[src/hw/switch_fwd_pkg.sv]
/*
  Constants for the switch forwarding and QoS block: register offsets,
  field positions, table sizes and reset values.
  Assumes a byte-addressed 32-bit register port with 8 address bits.
*/
package switch_fwd_pkg;
  // Register byte offsets.
  localparam logic [7:0] A_CTRL = 8'h00;
  localparam logic [7:0] A_PCFG = 8'h04;
  localparam logic [7:0] A_PMAP = 8'h08;
  localparam logic [7:0] A_DTAG0 = 8'h0C;
  localparam logic [7:0] A_DTAG1 = 8'h10;
  localparam logic [7:0] A_DTAG2 = 8'h14;
  localparam logic [7:0] A_DSCPL = 8'h18;
  localparam logic [7:0] A_DSCPH = 8'h1C;
  localparam logic [7:0] A_STAT = 8'h20;
  // Table windows, selected by the upper address bits.
  localparam logic [1:0] A_VLAN_SEL = 2'h1;
  localparam logic [2:0] A_STATIC_SEL = 3'h4;
  localparam logic [1:0] A_DYN_SEL = 2'h3;
  // Control fields.
  localparam int CTRL_VLAN = 0;
  localparam int CTRL_WFQ = 1;
  // Port configuration fields, three bits each, bit n is port n+1; insert source is nine bits, bit 3*egress+source.
  localparam int PC_SPLIT = 0;
  localparam int PC_HIPRI = 3;
  localparam int PC_CEIL = 6;
  localparam int PC_INS = 9;
  localparam int PC_STRIP = 12;
  localparam int PC_INSSRC = 15;
  // VLAN entry fields.
  localparam int VT_VID = 0;
  localparam int VT_FID = 12;
  localparam int VT_MEM = 16;
  localparam int VT_VAL = 19;
  // Static entry upper word fields.
  localparam int ST_PORT = 16;
  localparam int ST_USE = 19;
  localparam int ST_FID = 20;
  localparam int ST_VAL = 24;
  // Dynamic entry upper word fields.
  localparam int DY_FID = 16;
  localparam int DY_PORT = 20;
  localparam int DY_VAL = 22;
  // Table depths.
  localparam int NVLAN = 16;
  localparam int NST = 4;
  localparam int NDYN = 8;
  localparam logic [31:0] REG_RST = 32'h0000_0000;
  localparam logic [15:0] TAG_RST = 16'h0000;
endpackage

[src/hw/switch_fwd_qos.sv]
/*
  Forwarding, learning, classification, tag editing and egress queue
  selection of a three-port switch. Ports 1..3 are coded 0..2.
  Assumes one header descriptor per frame from the parser and a register
  master on the same clock; the sleep input is asynchronous.
*/
// The strobed register port and the register offsets were left to the implementer.
// Function
// - Processor sleep enables bypass between ports 1, 2.
// - Bypass drops port-3 frames, no buffer used.
// - Sixteen-entry table maps VLAN id to index.
// - Untagged or null-id frames use port default.
// - Invalid VLAN id drops frame, no learning.
// - Learn on index+source, lookup index+destination.
// - Double miss floods to VLAN member ports.
// - Dynamic hit forwards to its single port.
// - Static hit without index flag uses ports.
// - Flagged static hit needs index match, else fallback.
// - Four egress queues, queue 3 highest.
// - Unsplit queue treats all priorities alike.
// - Strict or weighted fair queue scheduling selectable.
// - High-priority ingress port marks frames high.
// - Tag priority mapped through programmable table.
// - Per egress insert or strip VLAN tag.
// - Insert source default tag per allowed source.
// - Tag change forces frame check recompute.
// - Ceiling caps priority at port default priority.
// - Six ToS bits index the DSCP register bits.
`timescale 1ns/10ps
module switch_fwd_qos
  import switch_fwd_pkg::*;
(
  // Clock, reset and clock enable.
  input wire logic core_clk_i,
  input wire logic reset_i,
  input wire logic ce_i,
  // Register port.
  input wire logic [7:0] reg_addr_i,
  input wire logic [31:0] reg_wdata_i,
  input wire logic reg_wr_i,
  input wire logic reg_rd_i,
  output logic [31:0] reg_rdata_o,
  // Processor power state.
  input wire logic cpu_sleep_i,
  output logic bypass_o,
  // Frame header descriptor.
  input wire logic hdr_valid_i,
  input wire logic [1:0] hdr_src_i,
  input wire logic [47:0] hdr_da_i,
  input wire logic [47:0] hdr_sa_i,
  input wire logic hdr_tagged_i,
  input wire logic [15:0] hdr_tci_i,
  input wire logic hdr_ip_i,
  input wire logic [7:0] hdr_tos_i,
  // Forwarding decision.
  output logic fwd_valid_o,
  output logic fwd_drop_o,
  output logic fwd_buf_o,
  output logic [2:0] fwd_ports_o,
  output logic [5:0] fwd_queue_o,
  output logic [2:0] fwd_ins_o,
  output logic [2:0] fwd_strip_o,
  output logic [2:0] fwd_crc_o,
  output logic [15:0] fwd_tci_o,
  output logic fwd_learn_o,
  // Egress scheduler.
  input wire logic [2:0] tx_pick_i,
  input wire logic [11:0] tx_ne_i,
  output logic [2:0] tx_grant_o,
  output logic [5:0] tx_queue_o
);

  // One-hot port set from a port code.
  function automatic logic [2:0] port_oh(input logic [1:0] code);
    port_oh = 3'b001 << code;
  endfunction

  // Highest non-empty queue of four.
  function automatic logic [1:0] top_q(input logic [3:0] ne);
    top_q = ne[3] ? 2'd3 : ne[2] ? 2'd2 : ne[1] ? 2'd1 : 2'd0;
  endfunction

  logic [31:0] ctrl_reg, pcfg_reg, rd_next;
  logic [15:0] pmap_reg, dtag;
  logic [15:0] dtag_reg [3];
  logic [63:0] dscp_reg;
  logic [31:0] vt_reg [NVLAN];
  logic [31:0] stl_reg [NST], sth_reg [NST];
  logic [47:0] dy_mac_reg [NDYN];
  logic [3:0] dy_fid_reg [NDYN];
  logic [1:0] dy_port_reg [NDYN];
  logic [NDYN-1:0] dy_val_reg;
  logic [2:0] dy_ptr_reg;
  logic sleep_s1_reg;
  logic [2:0] split, src_oh, members, sports, lidx, ports, pri;
  logic [1:0] src, dport, cls;
  logic [11:0] vid;
  logic [3:0] filter_index, sfid;
  logic vhit, shit, suse, dhit, lhit, drop;

  assign split = pcfg_reg[PC_SPLIT +: 3];

  // Two-stage synchroniser; the synced level is the bypass state.
  always_ff @(posedge core_clk_i or posedge reset_i) begin
    if (reset_i) begin
      sleep_s1_reg <= 1'b0;
      bypass_o <= 1'b0;
    end else if (ce_i) begin
      sleep_s1_reg <= cpu_sleep_i;
      bypass_o <= sleep_s1_reg;
    end
  end

  // Software writes to configuration and table registers.
  always_ff @(posedge core_clk_i or posedge reset_i) begin
    if (reset_i) begin
      ctrl_reg <= REG_RST;
      pcfg_reg <= REG_RST;
      pmap_reg <= TAG_RST;
      dscp_reg <= {REG_RST, REG_RST};
      for (int i = 0; i < 3; i++) begin
        dtag_reg[i] <= TAG_RST;
      end
      for (int i = 0; i < NVLAN; i++) begin
        vt_reg[i] <= REG_RST;
      end
      for (int i = 0; i < NST; i++) begin
        stl_reg[i] <= REG_RST;
        sth_reg[i] <= REG_RST;
      end
    end else if (ce_i && reg_wr_i) begin
      case (reg_addr_i)
        A_CTRL: ctrl_reg <= {30'h0000_0000, reg_wdata_i[1:0]};
        A_PCFG: pcfg_reg <= {8'h00, reg_wdata_i[23:0]};
        A_PMAP: pmap_reg <= reg_wdata_i[15:0];
        A_DTAG0: dtag_reg[0] <= reg_wdata_i[15:0];
        A_DTAG1: dtag_reg[1] <= reg_wdata_i[15:0];
        A_DTAG2: dtag_reg[2] <= reg_wdata_i[15:0];
        A_DSCPL: dscp_reg[31:0] <= reg_wdata_i;
        A_DSCPH: dscp_reg[63:32] <= reg_wdata_i;
        default: begin
          if (reg_addr_i[7:6] == A_VLAN_SEL) begin
            vt_reg[reg_addr_i[5:2]] <= {12'h000, reg_wdata_i[19:0]};
          end else if (reg_addr_i[7:5] == A_STATIC_SEL) begin
            if (reg_addr_i[2]) begin
              sth_reg[reg_addr_i[4:3]] <= {7'h00, reg_wdata_i[24:0]};
            end else begin
              stl_reg[reg_addr_i[4:3]] <= reg_wdata_i;
            end
          end
        end
      endcase
    end
  end

  // Read decode; unmapped addresses read zero.
  always_comb begin
    rd_next = REG_RST;
    case (reg_addr_i)
      A_CTRL: rd_next = ctrl_reg;
      A_PCFG: rd_next = pcfg_reg;
      A_PMAP: rd_next = {16'h0000, pmap_reg};
      A_DTAG0: rd_next = {16'h0000, dtag_reg[0]};
      A_DTAG1: rd_next = {16'h0000, dtag_reg[1]};
      A_DTAG2: rd_next = {16'h0000, dtag_reg[2]};
      A_DSCPL: rd_next = dscp_reg[31:0];
      A_DSCPH: rd_next = dscp_reg[63:32];
      A_STAT: rd_next = {29'h0000_0000, dy_ptr_reg[1:0] == 2'd0 && dy_ptr_reg[2], 1'b0, bypass_o};
      default: begin
        if (reg_addr_i[7:6] == A_VLAN_SEL) begin
          rd_next = vt_reg[reg_addr_i[5:2]];
        end else if (reg_addr_i[7:5] == A_STATIC_SEL) begin
          rd_next = reg_addr_i[2] ? sth_reg[reg_addr_i[4:3]] : stl_reg[reg_addr_i[4:3]];
        end else if (reg_addr_i[7:6] == A_DYN_SEL) begin
          rd_next = reg_addr_i[2] ?
            {9'h000, dy_val_reg[reg_addr_i[5:3]], dy_port_reg[reg_addr_i[5:3]],
             dy_fid_reg[reg_addr_i[5:3]], dy_mac_reg[reg_addr_i[5:3]][47:32]} :
            dy_mac_reg[reg_addr_i[5:3]][31:0];
        end
      end
    endcase
  end

  // Read data stand for the one cycle after the read strobe.
  always_ff @(posedge core_clk_i or posedge reset_i) begin
    if (reset_i) begin
      reg_rdata_o <= REG_RST;
    end else if (ce_i) begin
      reg_rdata_o <= reg_rd_i ? rd_next : REG_RST;
    end
  end

  // Lookup and classification of the current header.
  always_comb begin
    src = (hdr_src_i == 2'd3) ? 2'd2 : hdr_src_i;
    src_oh = port_oh(src);
    dtag = dtag_reg[src];
    // A null id in a tag means the default id is used.
    vid = (hdr_tagged_i && hdr_tci_i[11:0] != 12'h000) ? hdr_tci_i[11:0] : dtag[11:0];
    vhit = 1'b0;
    filter_index = 4'h0;
    members = 3'b111;
    for (int i = 0; i < NVLAN; i++) begin
      if (vt_reg[i][VT_VAL] && vt_reg[i][VT_VID +: 12] == vid && !vhit) begin
        vhit = 1'b1;
        filter_index = vt_reg[i][VT_FID +: 4];
        members = vt_reg[i][VT_MEM +: 3];
      end
    end
    if (!ctrl_reg[CTRL_VLAN]) begin
      vhit = 1'b1;
      filter_index = 4'h0;
      members = 3'b111;
    end
    shit = 1'b0;
    sports = 3'b000;
    suse = 1'b0;
    sfid = 4'h0;
    for (int i = 0; i < NST; i++) begin
      if (sth_reg[i][ST_VAL] && {sth_reg[i][15:0], stl_reg[i]} == hdr_da_i && !shit) begin
        shit = 1'b1;
        sports = sth_reg[i][ST_PORT +: 3];
        suse = sth_reg[i][ST_USE];
        sfid = sth_reg[i][ST_FID +: 4];
      end
    end
    dhit = 1'b0;
    dport = 2'd0;
    lhit = 1'b0;
    lidx = 3'd0;
    for (int i = 0; i < NDYN; i++) begin
      if (dy_val_reg[i] && dy_fid_reg[i] == filter_index && dy_mac_reg[i] == hdr_da_i && !dhit) begin
        dhit = 1'b1;
        dport = dy_port_reg[i];
      end
      if (dy_val_reg[i] && dy_fid_reg[i] == filter_index && dy_mac_reg[i] == hdr_sa_i && !lhit) begin
        lhit = 1'b1;
        lidx = 3'(i);
      end
    end
    if (shit && (!suse || sfid == filter_index)) begin
      ports = sports;
    end else if (dhit) begin
      ports = port_oh(dport);
    end else begin
      ports = members;
    end
    ports = ports & ~src_oh;
    if (bypass_o) begin
      ports[2] = 1'b0;
    end
    drop = !vhit || ports == 3'b000;
    pri = hdr_tagged_i ? hdr_tci_i[15:13] : dtag[15:13];
    if (pcfg_reg[PC_CEIL + 32'(src)] && pri > dtag[15:13]) begin
      pri = dtag[15:13];
    end
    if (pcfg_reg[PC_HIPRI + 32'(src)]) begin
      cls = 2'd3;
    end else if (hdr_tagged_i) begin
      cls = pmap_reg[{pri, 1'b0} +: 2];
    end else if (hdr_ip_i) begin
      cls = dscp_reg[hdr_tos_i[7:2]] ? 2'd3 : 2'd0;
    end else begin
      cls = 2'd0;
    end
  end

  // Registered decision, one cycle after the header.
  always_ff @(posedge core_clk_i or posedge reset_i) begin
    if (reset_i) begin
      fwd_valid_o <= 1'b0;
      fwd_drop_o <= 1'b0;
      fwd_buf_o <= 1'b0;
      fwd_ports_o <= 3'b000;
      fwd_tci_o <= TAG_RST;
      fwd_learn_o <= 1'b0;
    end else if (ce_i) begin
      fwd_valid_o <= hdr_valid_i;
      if (hdr_valid_i) begin
        fwd_drop_o <= drop;
        fwd_buf_o <= !drop;
        fwd_ports_o <= drop ? 3'b000 : ports;
        fwd_tci_o <= {pri, hdr_tagged_i ? hdr_tci_i[12] : dtag[12], vid};
        fwd_learn_o <= vhit;
      end
    end
  end

  // Per egress tag editing and queue choice.
  generate
    for (genvar e = 0; e < 3; e++) begin : g_egr
      always_ff @(posedge core_clk_i or posedge reset_i) begin
        if (reset_i) begin
          fwd_ins_o[e] <= 1'b0;
          fwd_strip_o[e] <= 1'b0;
          fwd_crc_o[e] <= 1'b0;
          fwd_queue_o[2*e +: 2] <= 2'd0;
        end else if (ce_i && hdr_valid_i) begin
          fwd_ins_o[e] <= pcfg_reg[PC_INS + e] && !hdr_tagged_i
                          && pcfg_reg[PC_INSSRC + 3*e + 32'(src)];
          fwd_strip_o[e] <= pcfg_reg[PC_STRIP + e] && hdr_tagged_i;
          fwd_crc_o[e] <= (pcfg_reg[PC_INS + e] && !hdr_tagged_i && pcfg_reg[PC_INSSRC + 3*e + 32'(src)])
                          || (pcfg_reg[PC_STRIP + e] && hdr_tagged_i);
          fwd_queue_o[2*e +: 2] <= split[e] ? cls : 2'd0;
        end
      end
    end
  endgenerate

  // Address learning into the dynamic table with round-robin replacement.
  always_ff @(posedge core_clk_i or posedge reset_i) begin
    if (reset_i) begin
      dy_val_reg <= '0;
      dy_ptr_reg <= 3'd0;
      for (int i = 0; i < NDYN; i++) begin
        dy_mac_reg[i] <= 48'h0000_0000_0000;
        dy_fid_reg[i] <= 4'h0;
        dy_port_reg[i] <= 2'd0;
      end
    end else if (ce_i && hdr_valid_i && vhit) begin
      if (lhit) begin
        dy_port_reg[lidx] <= src;
      end else begin
        dy_mac_reg[dy_ptr_reg] <= hdr_sa_i;
        dy_fid_reg[dy_ptr_reg] <= filter_index;
        dy_port_reg[dy_ptr_reg] <= src;
        dy_val_reg[dy_ptr_reg] <= 1'b1;
        dy_ptr_reg <= dy_ptr_reg + 3'd1;
      end
    end
  end

  // Egress schedulers, strict or weighted 8:4:2:1 by slot counter.
  generate
    for (genvar p = 0; p < 3; p++) begin : g_sch
      logic [3:0] slot_reg, ne;
      logic [1:0] want;
      assign ne = tx_ne_i[4*p +: 4];
      assign want = slot_reg[0] ? 2'd3 : slot_reg[1] ? 2'd2 : slot_reg[2] ? 2'd1 : 2'd0;
      always_ff @(posedge core_clk_i or posedge reset_i) begin
        if (reset_i) begin
          slot_reg <= 4'h1;
          tx_grant_o[p] <= 1'b0;
          tx_queue_o[2*p +: 2] <= 2'd0;
        end else if (ce_i) begin
          tx_grant_o[p] <= tx_pick_i[p] && ne != 4'h0;
          if (tx_pick_i[p]) begin
            if (!split[p]) begin
              tx_queue_o[2*p +: 2] <= 2'd0;
            end else if (ctrl_reg[CTRL_WFQ] && ne[want]) begin
              tx_queue_o[2*p +: 2] <= want;
            end else begin
              tx_queue_o[2*p +: 2] <= top_q(ne);
            end
            slot_reg <= (slot_reg == 4'hF) ? 4'h1 : slot_reg + 4'h1;
          end
        end
      end

    end
  endgenerate
endmodule

[config.mk]
export PLATFORM = sky130hd
export DESIGN_NAME = switch_fwd_qos
export DESIGN_NICKNAME = d
export VERILOG_FILES = /design/src/hw/switch_fwd_pkg.sv /design/src/hw/switch_fwd_qos.sv
export SDC_FILE = /design/constraint.sdc
export NUM_CORES = 2
export LEC_CHECK = 0
export ABC_AREA = 0
export BUFFER_PORTS_ARGS = -buffer_cell sky130_fd_sc_hd__buf_2
export CAP_MARGIN = 20
export CORE_MARGIN = 8
export CORE_UTILIZATION = 45
export CTS_BUF_LIST = sky130_fd_sc_hd__clkbuf_4
export DETAILED_ROUTE_END_ITERATION = 10
export GPL_TIMING_DRIVEN = 0
export MAX_ROUTING_LAYER = met4
export SYNTH_ARGS = -nofsm -noshare
export SYNTH_HDL_FRONTEND = slang
export SYNTH_SLANG_ARGS = --single-unit
[constraint.sdc]
create_clock -name core_clk_i -period 34.3 [get_ports core_clk_i]
set_clock_uncertainty 0.2 [all_clocks]
set_input_delay 1.715 -clock core_clk_i [delete_from_list [all_inputs] [get_ports core_clk_i]]
set_output_delay 1.715 -clock core_clk_i [all_outputs]
set_load 0.03 [all_outputs]
==> summary.md <==
| Metric | Value |
|---|---|
| Power Dens Cells | 63.7 mW/mm² |
| Cell taking the most area after synthesis | dfrtp_1 |
| DP HPWL | 394,000 µm |
| Final hold vios | 0 |
| Critical path class | input pin to register |
| DRT iter0 DRCs | 12.9k |
| WHS | 0.275 ns |
| Place WS | 21.28 ns |
| Top-level I/O count | 266 |
| Clock share of power | 24.9% |
| Top cell type's share of synthesized area | 39.2% |
| Clk Latency, worst-skew pair | 1.51 ns |
| Cts hold-fix bufs | 0 |
| Largest net degree at the start of global routing | 45 |
| Clock sink total | 1,238 |
| Vias/cell | 7.06 |
| Placed Instances | 10.0k |
| Post-Synthesis Cell Area | 0.0788 mm² |
| Largest cells by area after synthesis | dfrtp_1 (39%), mux2_2 (12%), mux4_2 (9.0%) |
| Max Slew Vio Count | 0 |
| Worst Hold Class | register to register |
| Highest-delay cell along the critical path | a2111oi_2 |
| Min cycle time layout | 11.71 ns |
| Status | finished, final reports clean |
| Largest stage delay on the critical path | 1.08 ns |
| Crit path max fanout | 10 |
| Sw frac | 44.4% |
| Total chip power | 5.74 mW |
| Final worst setup slack | 22.59 ns |
| Post-route insts no fill | 10.8k |
| Crit path buffers/inverters | 9 |
| Max_slew headroom | 11.1% |
| Residual DRC | 0 |
| Hold Path End | tx_queue_o[3] |
| Synthesized Nets | 7,555 |
| Share of layout cells above drive strength 1 | 27.6% |
| Row count | 153 |
| Die area | 0.189 mm² |
| Nets | 8,320 |
| CTS Root Cell | clkbuf_4 |
| Hold Startpoint | tx_queue_o[3] |
| Final core occ | 51.8% |
| H-Tree Level Count | 5 |
| Initial antenna violation count | 54 |
| YS warnings | 0 |
| Post-synthesis sequential area ratio | 39.3% |
| Crit path max-delay family | simple AND/OR/NAND/NOR gates |
| Slew @ Worst Pin | 1.33 ns |
| LEAKAGE | 39.8 nW |
| Asr flop ratio synth | 100% |
| Post-DRT Antenna Nets | 0 |
| Reg-to-Reg End | dy_mac_reg[201] |
| First-pass GRT wire length | 648,000 µm |
| Period utilization | 34.1% |
| Area Overhead vs Synth | 14.4% |
| WL final | 494,000 µm |
| Setup_tns | 0 ns |
| CTS tree | yes |
| Number of synthesized flops with an enable pin | 0 |
| Die H | 434 µm |
| Seq pwr share | 41.7% |
| Peak VDD IR | 0.0000636 V |
| CTS resizes | 0 |
| Worst setup SP type | input pin |
| Internal | 3.19 mW |
| Total track usage | 52.4% |
| Initial cell density of the core | 45.3% |
| Required time worst endpoint | 35.41 ns |
| Internal reg-to-reg setup slack | 23.20 ns |
| DR WL/cell | 45.9 µm |
| Hold depth | 2 |
| Most frequent cell after synthesis | dfrtp_1 |
| Synth top cells by count | dfrtp_1 (1,235), nand2_1 (881), mux2_2 (850), xor2_1 (592), xnor2_1 (484) |
| Cell count after synthesis | 7,358 |
| RR Startpoint | dtag_reg[41] |
| Final setup viols | 0 |
| Gr ovfl total | 0 |
| Overall die width | 434 µm |
| Routability Congestion | 1.15 |
| Port Buf Inserts | 198 |
| Critical path's most frequent cell | buf_2 |
| P_sw | 2.55 mW |
| Synth Flop Type | dfrtp_1 |
| Vias in the first global route | 71.8k |
| F_max | 85.4 MHz |
| RSZ-0062 raised after global routing | false |
| Post-DP Area | 0.0853 mm² |
| Syn avg cell area | 10.7 µm² |
| Cell variety after synth | 113 |
| Detailed-route via count | 76.0k |
| Comb power frac | 33.4% |
| Crit path arrival time | 12.83 ns |
| Worst-path clk slew | 0.07 ns |
| Final Cell Area | 0.0901 mm² |
| Worst Setup End Kind | register |
| Core Footprint | 0.174 mm² |
| Synthesis-stage register bit count | 1,238 |
| CTS Buf Count | 371 |
| Max-cap viol count | 0 |
| Max Root-Sink Buffers | 4 |
| DRT Pass-1 Iters | 9 |
| Worst reg-to-reg path cell count | 22 |
| Postcts setup bufs | 0 |
| Max FFs per register | 384 |
metal layers:
metal  vias up  track usage [%]  share of wire [%]
met2      6948             70.2                 40
li1      28700                -                  -
met3      1959             23.8                 15
met5         -                -                  0
met4         0             40.3                 10
met1     38400             60.6                 35
layout by cell type (no fill, tap or decap), drive strengths merged, types with 29 or more instances in the layout:
master	instances
a211oi	65
a21oi	131
a221oi	38
a31oi	39
and2	31
and3	29
buf	602
clkbuf	886
clkinv	97
dfrtp	1235
diode	69
inv	172
mux2	920
mux2i	74
mux4	313
nand2	884
nand2b	44
nand3	97
nand4	184
nor2	163
nor2b	36
nor3	102
nor4	228
o211ai	46
o21ai	268
o22ai	53
or3	33
xnor2	484
xor2	592
worst reg2reg max path: stages (launching register included):
cell and delay, ns:
dfrtp_1 0.43, mux2_2 0.29, a2bb2oi_1 0.76, buf_6 0.25, nand2_1 0.56, xnor2_1 0.55, a2111oi_2 1.06, nand4_1 0.84
nand2_1 0.51, clkbuf_1 0.55, a221o_1 0.40, nor2_1 0.13, nor4_1 0.86, a2111oi_0 0.23, nand4_1 0.24, o41ai_4 0.16
nor4_4 0.46, and2b_4 0.27, nor4b_4 0.93, buf_2 0.50, buf_2 0.58, nand2_1 0.11, nand2_1 0.09
final cells by class:
| type | count | area, µm² |
|---|---|---|
| Fill cell | 16000 | 83700 |
| Buffer | 584 | 2630 |
| Sequential cell | 1238 | 31000 |
| Multi-Input combinational cell | 5366 | 44700 |
| Clock buffer | 514 | 3860 |
| Timing Repair Buffer | 392 | 3760 |
| Antenna cell | 69 | 173 |
| Clock inverter | 104 | 439 |
| Inverter | 170 | 642 |
| Tap cell | 2325 | 2910 |
cells by family (layout without fill, tap and decap cells):
| kind of cell | count (synthesis) | in the layout | share of synthesized area, % |
|---|---|---|---|
| adders and majority gates | 11 | 11 | 0.175 |
| other | 0 | 69 | 0 |
| muxes | 1307 | 1307 | 23.0 |
| buffers and inverters | 754 | 1764 | 4.07 |
| DFF | 1238 | 1238 | 39.3 |
| xor gates and xnor gates | 1076 | 1076 | 12.0 |
| and+or+nand+nor | 1953 | 1953 | 12.3 |
| AOI/OAI and AO/OA | 1019 | 1019 | 9.11 |
power groups by stage:
stage | clock network, mW | registers [mW] | logic, mW
6_report | 1.43 | 2.40 | 1.92
5_1_grt | 1.49 | 2.38 | 1.94
4_1_cts | 1.42 | 2.35 | 1.82
3_5_place_dp | 0 | 2.37 | 1.80
3_3_place_gp | 0 | 2.37 | 1.76
2_1_floorplan | 0 | 2.09 | 1.06
worst max-delay path by stage:
stage	from	to	slack [ns]	depth (start not counted)
floorplan	reset_i	bypass_o	15.28	1
global placement	reset_i	g_sch[2].slot_reg[1]	7.43	2
detailed placement	hdr_tci_i[4]	fwd_drop_o	21.28	22
CTS	hdr_tci_i[4]	fwd_drop_o	22.77	24
global route	hdr_tagged_i	dy_mac_reg[201]	22.68	26
finish	hdr_tagged_i	dy_mac_reg[201]	22.59	26
No activity file was read; power rests on OpenSTA's default activity.
